--- src/core/pss_pkg.sv ---
// Constants and types shared by the sleep-stage power sequencer
// Summary of operation
// - The stage-two sleep config dwell field (bits 20:16, reset 16) selects a stay of 2^n clock cycles.
// - The sequencer stays exactly the programmed dwell in sleep stage two and applies its settings throughout.
// - Config bit 14 set gates the processor tile clock during sleep stage two; it resets to 0.
// - Config bit 9 picks analog buck modulation in sleep stage two, 0 PWM and 1 PFM, reset 0.
// - Config bit 8 picks core buck modulation in sleep stage two, 0 PWM and 1 PFM, reset 0.
// - Config bit 5 enables the IO supply output in sleep stage two, reset 0.
// - Config bit 4 enables the PLL linear regulator in sleep stage two, reset 0.
// - Config bit 0 enables the core buck converter in sleep stage two, reset 0.
// - Config bit 1 is read-only 1, so the analog buck stays on in sleep stage two.
// - Status bits 18:16 give the current state, 0 reset through 7 sleep stage two.
// - Status bits 29, 28, 25, 24 show IO, PLL, analog and core enables of the previous state, reset 0, 0, 1, 0.
// - The status register is read-only and bits 14, 9, 8, 5, 4, 1, 0 mirror the settings now applied.
// - Wake stage two leaves after its minimum dwell only once the core buck and PLL regulator, where enabled, report good.
package pss_pkg;

  // ---------------------------------------------------------------
  // Register offsets (byte addresses)
  // ---------------------------------------------------------------
  localparam logic [7:0] SLP2_CFG_OFS = 8'h20;
  localparam logic [7:0] SEQ_STAT_OFS = 8'h24;

  // ---------------------------------------------------------------
  // Field positions
  // ---------------------------------------------------------------
  localparam int DWELL_LSB     = 16;
  localparam int DWELL_MSB     = 20;
  localparam int CLK_GATE_BIT  = 14;
  localparam int ANA_PFM_BIT   = 9;
  localparam int CORE_PFM_BIT  = 8;
  localparam int IO_EN_BIT     = 5;
  localparam int PLL_EN_BIT    = 4;
  localparam int ANA_EN_BIT    = 1;
  localparam int CORE_EN_BIT   = 0;
  localparam int STATE_LSB     = 16;
  localparam int STATE_MSB     = 18;
  localparam int PREV_IO_BIT   = 29;
  localparam int PREV_PLL_BIT  = 28;
  localparam int PREV_ANA_BIT  = 25;
  localparam int PREV_CORE_BIT = 24;

  // ---------------------------------------------------------------
  // Values after reset
  // ---------------------------------------------------------------
  localparam logic [4:0] DWELL_RST     = 5'h10;
  localparam logic       CLK_GATE_RST  = 1'h0;
  localparam logic       ANA_PFM_RST   = 1'h0;
  localparam logic       CORE_PFM_RST  = 1'h0;
  localparam logic       IO_EN_RST     = 1'h0;
  localparam logic       PLL_EN_RST    = 1'h0;
  localparam logic       ANA_EN_FIXED  = 1'h1;
  localparam logic       CORE_EN_RST   = 1'h0;
  localparam logic       PREV_IO_RST   = 1'h0;
  localparam logic       PREV_PLL_RST  = 1'h0;
  localparam logic       PREV_ANA_RST  = 1'h1;
  localparam logic       PREV_CORE_RST = 1'h0;
  localparam logic [31:0] RESET_STATE_CFG = 32'h0000_0000;

  // ---------------------------------------------------------------
  // Sequencer states, in status encoding order
  // ---------------------------------------------------------------
  typedef enum logic [2:0] {
    st_reset,
    st_asleep,
    st_waking_one,
    st_wake_stage_two,
    st_awake_wait,
    st_awake,
    st_sleep_entry_stage_one,
    st_sleep_entry_stage_two
  } pss_state_t;

endpackage

--- src/core/pss_dwell_timer.sv ---
// Dwell timer: counts a power-of-two stay from the moment of loading
`timescale 1ns/1ns
module pss_dwell_timer
  import pss_pkg::*;
#(
  parameter int CNT_W = 32,
  parameter int LOG_W = 5
) (
  // Clock and reset
  input  wire logic             clk,
  input  wire logic             reset_n,
  // Control
  input  wire logic             load,
  input  wire logic [LOG_W-1:0] log2_len,
  // Status
  output logic                  expired
);

  logic [CNT_W-1:0] remain;
  logic [CNT_W-1:0] next_remain;

  // Length minus one, so a stay of 2^n cycles ends on the last one
  always_comb begin
    next_remain = (CNT_W'(1) << log2_len) - CNT_W'(1);
  end

  always_ff @(posedge clk) begin
    if (!reset_n) begin
      remain <= '0;
    end else if (load) begin
      remain <= next_remain;
    end else if (remain != '0) begin
      remain <= remain - CNT_W'(1);
    end
  end

  // Count only: gating with load would close a loop through the next-state logic
  assign expired = (remain == '0);

endmodule

--- src/core/pss_sequencer.sv ---
// Power sequencer with sleep stage two configuration and status registers
//
// Design decision made here: the plain strobed port.
`timescale 1ns/1ns
module pss_sequencer
  import pss_pkg::*;
#(
  parameter int ADDR_W = 8,
  parameter int CNT_W  = 32
) (
  // Clock and reset
  input  wire logic              clk,
  input  wire logic              reset_n,
  // Register port
  input  wire logic [ADDR_W-1:0] reg_addr,
  input  wire logic [31:0]       reg_wdata,
  input  wire logic              reg_wr,
  input  wire logic              reg_rd,
  output logic [31:0]            reg_rdata,
  // Per-state settings held elsewhere
  input  wire logic [31:0]       cfg_asleep,
  input  wire logic [31:0]       cfg_waking_one,
  input  wire logic [31:0]       cfg_wake_stage_two,
  input  wire logic [31:0]       cfg_awake,
  input  wire logic [31:0]       cfg_sleep_entry_stage_one,
  // Requests from the power controller
  input  wire logic              sleep_req,
  input  wire logic              wake_req,
  // Supply good pins
  input  wire logic              core_good_pin,
  input  wire logic              pll_good_pin,
  // Supply and clock controls
  output logic                   core_buck_converter_en,
  output logic                   analog_buck_converter_en,
  output logic                   pll_linear_regulator_en,
  output logic                   io_supply_output_en,
  output logic                   core_buck_converter_pfm,
  output logic                   analog_buck_converter_pfm,
  output logic                   tile_clk_gate,
  output logic [2:0]             seq_state
);

  // ---------------------------------------------------------------
  // Declarations
  // ---------------------------------------------------------------
  pss_state_t state;
  pss_state_t next_state;

  logic [4:0]  slp2_dwell;
  logic        slp2_clk_gate;
  logic        slp2_ana_pfm;
  logic        slp2_core_pfm;
  logic        slp2_io_en;
  logic        slp2_pll_en;
  logic        slp2_core_en;
  logic [31:0] slp2_word;

  logic        applied_clk_gate;
  logic        applied_ana_pfm;
  logic        applied_core_pfm;
  logic        applied_io_en;
  logic        applied_pll_en;
  logic        applied_ana_en;
  logic        applied_core_en;

  logic        prev_io_en;
  logic        prev_pll_en;
  logic        prev_ana_en;
  logic        prev_core_en;

  logic [31:0] next_cfg;
  logic [31:0] stat_word;
  logic        state_change;
  logic        dwell_done;
  logic        supplies_good;
  logic        wr_slp2;

  logic        core_good_meta;
  logic        core_good;
  logic        pll_good_meta;
  logic        pll_good;

  // ---------------------------------------------------------------
  // Supply good synchronisers
  // ---------------------------------------------------------------
  always_ff @(posedge clk) begin
    if (!reset_n) begin
      core_good_meta <= 1'h0;
      core_good      <= 1'h0;
    end else begin
      core_good_meta <= core_good_pin;
      core_good      <= core_good_meta;
    end
  end

  always_ff @(posedge clk) begin
    if (!reset_n) begin
      pll_good_meta <= 1'h0;
      pll_good      <= 1'h0;
    end else begin
      pll_good_meta <= pll_good_pin;
      pll_good      <= pll_good_meta;
    end
  end

  // A supply that is switched off has no good signal to wait for
  assign supplies_good = (!applied_core_en || core_good)
                       && (!applied_pll_en || pll_good);

  // ---------------------------------------------------------------
  // Sleep stage two configuration register
  // ---------------------------------------------------------------
  assign wr_slp2 = reg_wr && (reg_addr == ADDR_W'(SLP2_CFG_OFS));

  always_ff @(posedge clk) begin
    if (!reset_n) begin
      slp2_dwell <= DWELL_RST;
    end else if (wr_slp2) begin
      slp2_dwell <= reg_wdata[DWELL_MSB:DWELL_LSB];
    end
  end

  always_ff @(posedge clk) begin
    if (!reset_n) begin
      slp2_clk_gate <= CLK_GATE_RST;
      slp2_ana_pfm  <= ANA_PFM_RST;
      slp2_core_pfm <= CORE_PFM_RST;
    end else if (wr_slp2) begin
      slp2_clk_gate <= reg_wdata[CLK_GATE_BIT];
      slp2_ana_pfm  <= reg_wdata[ANA_PFM_BIT];
      slp2_core_pfm <= reg_wdata[CORE_PFM_BIT];
    end
  end

  always_ff @(posedge clk) begin
    if (!reset_n) begin
      slp2_io_en   <= IO_EN_RST;
      slp2_pll_en  <= PLL_EN_RST;
      slp2_core_en <= CORE_EN_RST;
    end else if (wr_slp2) begin
      slp2_io_en   <= reg_wdata[IO_EN_BIT];
      slp2_pll_en  <= reg_wdata[PLL_EN_BIT];
      slp2_core_en <= reg_wdata[CORE_EN_BIT];
    end
  end

  // Reserved bits stay zero, analog enable is hardwired on
  always_comb begin
    slp2_word                       = '0;
    slp2_word[DWELL_MSB:DWELL_LSB]  = slp2_dwell;
    slp2_word[CLK_GATE_BIT]         = slp2_clk_gate;
    slp2_word[ANA_PFM_BIT]          = slp2_ana_pfm;
    slp2_word[CORE_PFM_BIT]         = slp2_core_pfm;
    slp2_word[IO_EN_BIT]            = slp2_io_en;
    slp2_word[PLL_EN_BIT]           = slp2_pll_en;
    slp2_word[ANA_EN_BIT]           = ANA_EN_FIXED;
    slp2_word[CORE_EN_BIT]          = slp2_core_en;
  end

  // ---------------------------------------------------------------
  // Settings of the state about to be entered
  // ---------------------------------------------------------------
  always_comb begin
    unique case (next_state)
      st_reset:                 next_cfg = RESET_STATE_CFG;
      st_asleep:                next_cfg = cfg_asleep;
      st_waking_one:            next_cfg = cfg_waking_one;
      st_wake_stage_two:        next_cfg = cfg_wake_stage_two;
      st_awake_wait:            next_cfg = cfg_awake;
      st_awake:                 next_cfg = cfg_awake;
      st_sleep_entry_stage_one: next_cfg = cfg_sleep_entry_stage_one;
      st_sleep_entry_stage_two: next_cfg = slp2_word;
    endcase
  end

  // ---------------------------------------------------------------
  // Dwell timer
  // ---------------------------------------------------------------
  // Loaded at the entry edge; later writes do not stretch a stay
  pss_dwell_timer #(
    .CNT_W (CNT_W),
    .LOG_W (5)
  ) u_dwell (
    .clk      (clk),
    .reset_n  (reset_n),
    .load     (state_change),
    .log2_len (next_cfg[DWELL_MSB:DWELL_LSB]),
    .expired  (dwell_done)
  );

  // ---------------------------------------------------------------
  // State machine
  // ---------------------------------------------------------------
  always_comb begin
    next_state = state;
    unique case (state)
      st_reset: begin
        next_state = st_waking_one;
      end
      st_asleep: begin
        if (wake_req) begin
          next_state = st_waking_one;
        end
      end
      st_waking_one: begin
        if (dwell_done) begin
          next_state = st_wake_stage_two;
        end
      end
      st_wake_stage_two: begin
        if (dwell_done && supplies_good) begin
          next_state = st_awake_wait;
        end
      end
      st_awake_wait: begin
        if (supplies_good) begin
          next_state = st_awake;
        end
      end
      st_awake: begin
        if (sleep_req) begin
          next_state = st_sleep_entry_stage_one;
        end
      end
      st_sleep_entry_stage_one: begin
        if (dwell_done) begin
          next_state = st_sleep_entry_stage_two;
        end
      end
      st_sleep_entry_stage_two: begin
        if (dwell_done) begin
          next_state = st_asleep;
        end
      end
    endcase
  end

  assign state_change = (next_state != state);

  always_ff @(posedge clk) begin
    if (!reset_n) begin
      state <= st_reset;
    end else begin
      state <= next_state;
    end
  end

  // ---------------------------------------------------------------
  // Applied settings, captured once per entry
  // ---------------------------------------------------------------
  // Snapshot keeps outputs steady for the whole stay
  always_ff @(posedge clk) begin
    if (!reset_n) begin
      applied_clk_gate <= 1'h0;
      applied_ana_pfm  <= 1'h0;
      applied_core_pfm <= 1'h0;
    end else if (state_change) begin
      applied_clk_gate <= next_cfg[CLK_GATE_BIT];
      applied_ana_pfm  <= next_cfg[ANA_PFM_BIT];
      applied_core_pfm <= next_cfg[CORE_PFM_BIT];
    end
  end

  always_ff @(posedge clk) begin
    if (!reset_n) begin
      applied_io_en   <= 1'h0;
      applied_pll_en  <= 1'h0;
      applied_ana_en  <= 1'h0;
      applied_core_en <= 1'h0;
    end else if (state_change) begin
      applied_io_en   <= next_cfg[IO_EN_BIT];
      applied_pll_en  <= next_cfg[PLL_EN_BIT];
      applied_ana_en  <= next_cfg[ANA_EN_BIT];
      applied_core_en <= next_cfg[CORE_EN_BIT];
    end
  end

  // ---------------------------------------------------------------
  // Previous-state enables
  // ---------------------------------------------------------------
  always_ff @(posedge clk) begin
    if (!reset_n) begin
      prev_io_en   <= PREV_IO_RST;
      prev_pll_en  <= PREV_PLL_RST;
      prev_ana_en  <= PREV_ANA_RST;
      prev_core_en <= PREV_CORE_RST;
    end else if (state_change) begin
      prev_io_en   <= applied_io_en;
      prev_pll_en  <= applied_pll_en;
      prev_ana_en  <= applied_ana_en;
      prev_core_en <= applied_core_en;
    end
  end

  // ---------------------------------------------------------------
  // Outputs to converters, regulators and clock gate
  // ---------------------------------------------------------------
  assign core_buck_converter_en    = applied_core_en;
  assign analog_buck_converter_en  = applied_ana_en;
  assign pll_linear_regulator_en   = applied_pll_en;
  assign io_supply_output_en       = applied_io_en;
  assign core_buck_converter_pfm   = applied_core_pfm;
  assign analog_buck_converter_pfm = applied_ana_pfm;
  assign tile_clk_gate             = applied_clk_gate;
  assign seq_state                 = state;

  // ---------------------------------------------------------------
  // Status word
  // ---------------------------------------------------------------
  always_comb begin
    stat_word                      = '0;
    stat_word[PREV_IO_BIT]         = prev_io_en;
    stat_word[PREV_PLL_BIT]        = prev_pll_en;
    stat_word[PREV_ANA_BIT]        = prev_ana_en;
    stat_word[PREV_CORE_BIT]       = prev_core_en;
    stat_word[STATE_MSB:STATE_LSB] = state;
    stat_word[CLK_GATE_BIT]        = applied_clk_gate;
    stat_word[ANA_PFM_BIT]         = applied_ana_pfm;
    stat_word[CORE_PFM_BIT]        = applied_core_pfm;
    stat_word[IO_EN_BIT]           = applied_io_en;
    stat_word[PLL_EN_BIT]          = applied_pll_en;
    stat_word[ANA_EN_BIT]          = applied_ana_en;
    stat_word[CORE_EN_BIT]         = applied_core_en;
  end

  // ---------------------------------------------------------------
  // Read port
  // ---------------------------------------------------------------
  // Data stand one cycle only; unmapped reads return zero
  always_ff @(posedge clk) begin
    if (!reset_n) begin
      reg_rdata <= '0;
    end else if (reg_rd && reg_addr == ADDR_W'(SLP2_CFG_OFS)) begin
      reg_rdata <= slp2_word;
    end else if (reg_rd && reg_addr == ADDR_W'(SEQ_STAT_OFS)) begin
      reg_rdata <= stat_word;
    end else begin
      reg_rdata <= '0;
    end
  end

endmodule

--- config.mk ---
export PLATFORM = sky130hd
export DESIGN_NAME = pss_sequencer
export DESIGN_NICKNAME = d
export VERILOG_FILES = /design/src/core/pss_pkg.sv /design/src/core/pss_dwell_timer.sv /design/src/core/pss_sequencer.sv
export SDC_FILE = /design/constraint.sdc
export NUM_CORES = 1
export LEC_CHECK = 0
export BUFFER_PORTS_ARGS = -buffer_cell sky130_fd_sc_hd__buf_2
export CELL_PAD_IN_SITES_DETAIL_PLACEMENT = 0
export CELL_PAD_IN_SITES_GLOBAL_PLACEMENT = 1
export CORE_MARGIN = 1.5
export CORE_UTILIZATION = 34
export CTS_CLUSTER_SIZE = 28
export DETAILED_ROUTE_END_ITERATION = 16
export GPL_TIMING_DRIVEN = 0
export PLACE_DENSITY_LB_ADDON = 0.3
export SYNTH_ARGS = -nofsm -noshare
export SYNTH_HDL_FRONTEND = slang
export SYNTH_SLANG_ARGS = --single-unit
--- constraint.sdc ---
create_clock -name clk -period 12.3 [get_ports clk]
set_clock_uncertainty 0.2 [all_clocks]
set_input_delay 3.69 -clock clk [delete_from_list [all_inputs] [get_ports clk]]
set_output_delay 3.69 -clock clk [all_outputs]
set_load 0.005 [all_outputs]
==> out/metrics.yaml <==
run_status:
  status: "complete, no violations"
die:
  initial_core_util_pct: 35.0
  design.core.area_sq_um: 13300
  die_w_um: 120
  die_y_um: 120
  rows: 42
  dieArea_sq_um: 14500
  io_pins: 250
routing:
  routed.top_layer: "met4"
  first_pass_iters: 5
  drc: 0
  drtAntennaViolNets: 0
  wl_mm: 16.3
  wl_met1_mm: 7.45
  num_vias: 4815
  wl_met2_mm: 7.07
  routedWlPerCell_um: 18.2
  wl_met3_mm: 1.46
  avgViaCountPerCell: 5.39
  drtIter0Drc: 369
clocking:
  holdBufCountCts: 0
  clk_path_buf_depth: 2
  clk_latency_ns: 0.34
  cts.sinks: 77
  clk_pin_slew_ns: 0.06
  cts_buffers: 9
  cts_tree: "yes"
  cts_root_buf: "clkbuf_16"
  cts.htree.levels: 3
  cts_resized: 0
  post-cts-setup-buffers: 0
power_and_ir_drop:
  p_switching_mw: 0.176
  peakVddDrop_mv: 0.0621
  swShare_pct: 27.4
  clkPwrFrac_pct: 41.4
  comb_power_share_pct: 16.1
  power.density_nw_per_um2: 111
  pwr-share-seq_pct: 42.5
  p_int_mw: 0.468
  leakage_nw: 2.60
placed_design:
  preCtsSetupSlack_ns: 4.23
  hpwl_mm: 12.6
  port_buffers: 111
  gp_congestion: 0.915
yosys:
  synth_adder_area_share_pct: 0.535
  synth_top_family_by_area: "simple AND/OR/NAND/NOR gates"
  synth_xor_area_share_pct: 5.43
  syn_area_sq_um: 4670
  async_reset_ff_share_pct: 0
  synth_edf_count: 0
  ys_warn_count: 0
  syn-instance-count: 576
  synth_compound_area_share_pct: 21.9
  ys_seq_area_share_pct: 33.0
  syn_area_per_cell_sq_um: 8.12
  synth-simple-area-share_pct: 25.0
  ys_seq_elements: 77
  synthDistinctLibCells: 72
  synth_top_flop_cell: "dfxtp_1"
  synth_mux_area_share_pct: 6.85
setup_path:
  crit_chain: "buf_2 > nor3b_1 > a41oi_1 > o32ai_1 > a311o_1 > nor2_1 > a222oi_1 > buf_6 > buf_2 > or3_1 > ha_1 > clkbuf_1 > clkinv_1 > nor2_1 > a31oi_1 > or3_1 > a31oi_1"
  r2r_start: "u_dwell.remain[0]"
  worstSetupPathType: "in2reg"
  start_kind: "input port"
  rr_endpoint: "u_dwell.remain[20]"
  path_max_fanout: 10
  end_kind: "flop"
  cp.required_ns: 12.34
  path_delay_family: "compound AO/OA/AOI/OAI gates"
  rrSetupSlack_ns: 6.32
  worstPathArrival_ns: 7.82
  crit_path_max_incr_delay_ns: 0.60
  r2r_cells: 20
  critPathBufInv: 5
  slowest_stage: "a222oi_1"
job:
  cap_violations: 0
finish:
  drive_gt1_share_pct: 23.5
  areaGrowthSynthToFinish_pct: 24.1
  post-route-util_pct: 43.4
  nets: 923
global_routing:
  grt_pass1_wl_mm: 25.0
  grt_pass1_vias: 4545
  grt-ovfl-total: 0
  grt_max_degree: 13
  antenna_found_initial: 1
  grtUsageTotal_pct: 22.5
hold_path:
  hp-start: "core_good_meta"
  hp-class: "reg2reg"
  whs_path_depth: 1
  hold_end: "core_good"
sta:
  fin_crit_ns: 7.78
  rsz0062_at_grt: "false"
  timing.final.crit_share_pct: 63.2
  fin_hold_ws_ns: 0.243
  final_max_slew_viol_count: 0
  max-slew-margin-rel_pct: 40.3
  tightest_slew_ns: 0.887
  max_freq_ghz: 0.129
  setup_viol_count_final: 0
  tns_ns: 0
  setup_ws_ns: 4.52
  hold_violations: 0
[registers in the layout, summed over array words and instances (netlist names), 3 cells and up]
register / count
slp2_dwell: 5
reg_rdata: 16
seq_state: 3
u_dwell.remain: 32
[placed cells by master, fill, tap and decap left out, types with 4 or more instances in the layout]
cell	instances
o211a_1	8
and2_1	13
or3_1	5
o211ai_1	9
o21ai_0	18
xor2_1	8
a21oi_1	38
inv_1	10
nor4_1	11
clkbuf_16	9
dfxtp_1	77
xnor2_1	21
a211oi_1	5
nor2_1	40
clkbuf_1	27
nand2_1	77
a31oi_1	6
nor2b_1	12
mux2i_1	32
conb_1	16
buf_2	117
a221oi_1	13
nand2b_1	4
nor3_1	16
buf_4	17
a21boi_0	6
nand3_1	11
and3_1	10
[cell usage after synthesis (12+ instances only)]
cell type | number | area share [%]
a221oi_1 | 13 | 2.4
nand2_1 | 77 | 6.2
a21oi_1 | 38 | 4.1
clkbuf_1 | 26 | 2.1
nor2b_1 | 12 | 1.6
nor2_1 | 40 | 3.2
buf_4 | 17 | 2.7
and2_1 | 13 | 1.7
o21ai_0 | 18 | 1.9
nor3_1 | 16 | 1.7
mux2i_1 | 32 | 6.9
xnor2_1 | 21 | 3.9
dfxtp_1 | 77 | 33
[power groups by stage]
| stage | Sequential [mW] | Clock (mW) | Combinational, mW |
|---|---|---|---|
| finish | 0.273 | 0.267 | 0.104 |
| global route | 0.275 | 0.283 | 0.114 |
| CTS | 0.273 | 0.271 | 0.103 |
| detailed placement | 0.279 | 0 | 0.102 |
| global placement | 0.278 | 0 | 0.102 |
| floorplan | 0.275 | 0 | 0.0654 |
[per-stage QoR]
stage / instance area [sq um] / total power [mW] / cells
finish: 5800 / 0.644 / 893
global route: 5800 / 0.672 / 892
CTS: 5800 / 0.647 / 892
floorplan: 4730 / 0.341 / 591
detailed placement: 5510 / 0.381 / 878
global placement: 5510 / 0.380 / 878
[layout make-up]
| class | count | area, sq um |
|---|---|---|
| Fill cell | 1369 | 7550 |
| Clock buffer | 11 | 243 |
| Buffer | 54 | 297 |
| Tap cell | 176 | 220 |
| Clock inverter | 3 | 47.5 |
| Inverter | 11 | 41.3 |
| Timing Repair Buffer | 111 | 556 |
| Sequential cell | 77 | 1540 |
| Multi-Input combinational cell | 449 | 2850 |
| Antenna cell | 1 | 2.50 |
[how the worst max path moves through the flow]
stage,startpoint,end,depth (start not counted)
2_1_floorplan,wake_req,u_dwell.remain[20],15
4_1_cts,wake_req,u_dwell.remain[20],17
3_3_place_gp,wake_req,u_dwell.remain[16],17
3_5_place_dp,wake_req,u_dwell.remain[20],17
6_report,wake_req,u_dwell.remain[20],17
5_1_grt,wake_req,u_dwell.remain[20],16
[routing by layer]
metal | vias to the layer above | track usage [%]
li1 | 2332 | -
met1 | 2217 | 32.4
met2 | 241 | 34.0
met3 | 25 | 4.25
met4 | 0 | 6.84
met5 | - | 0
[cell families (layout without fill, tap and decap cells)]
| logic type | count (synthesis) | after routing |
|---|---|---|
| compound gates | 144 | 144 |
| xor+xnor | 29 | 29 |
| fa+ha+maj | 2 | 2 |
| buf+inv | 65 | 190 |
| flops | 77 | 77 |
| mux | 32 | 32 |
| other cells | 1 | 17 |
| simple gates | 226 | 226 |
No activity file was read; power rests on OpenSTA's default activity.
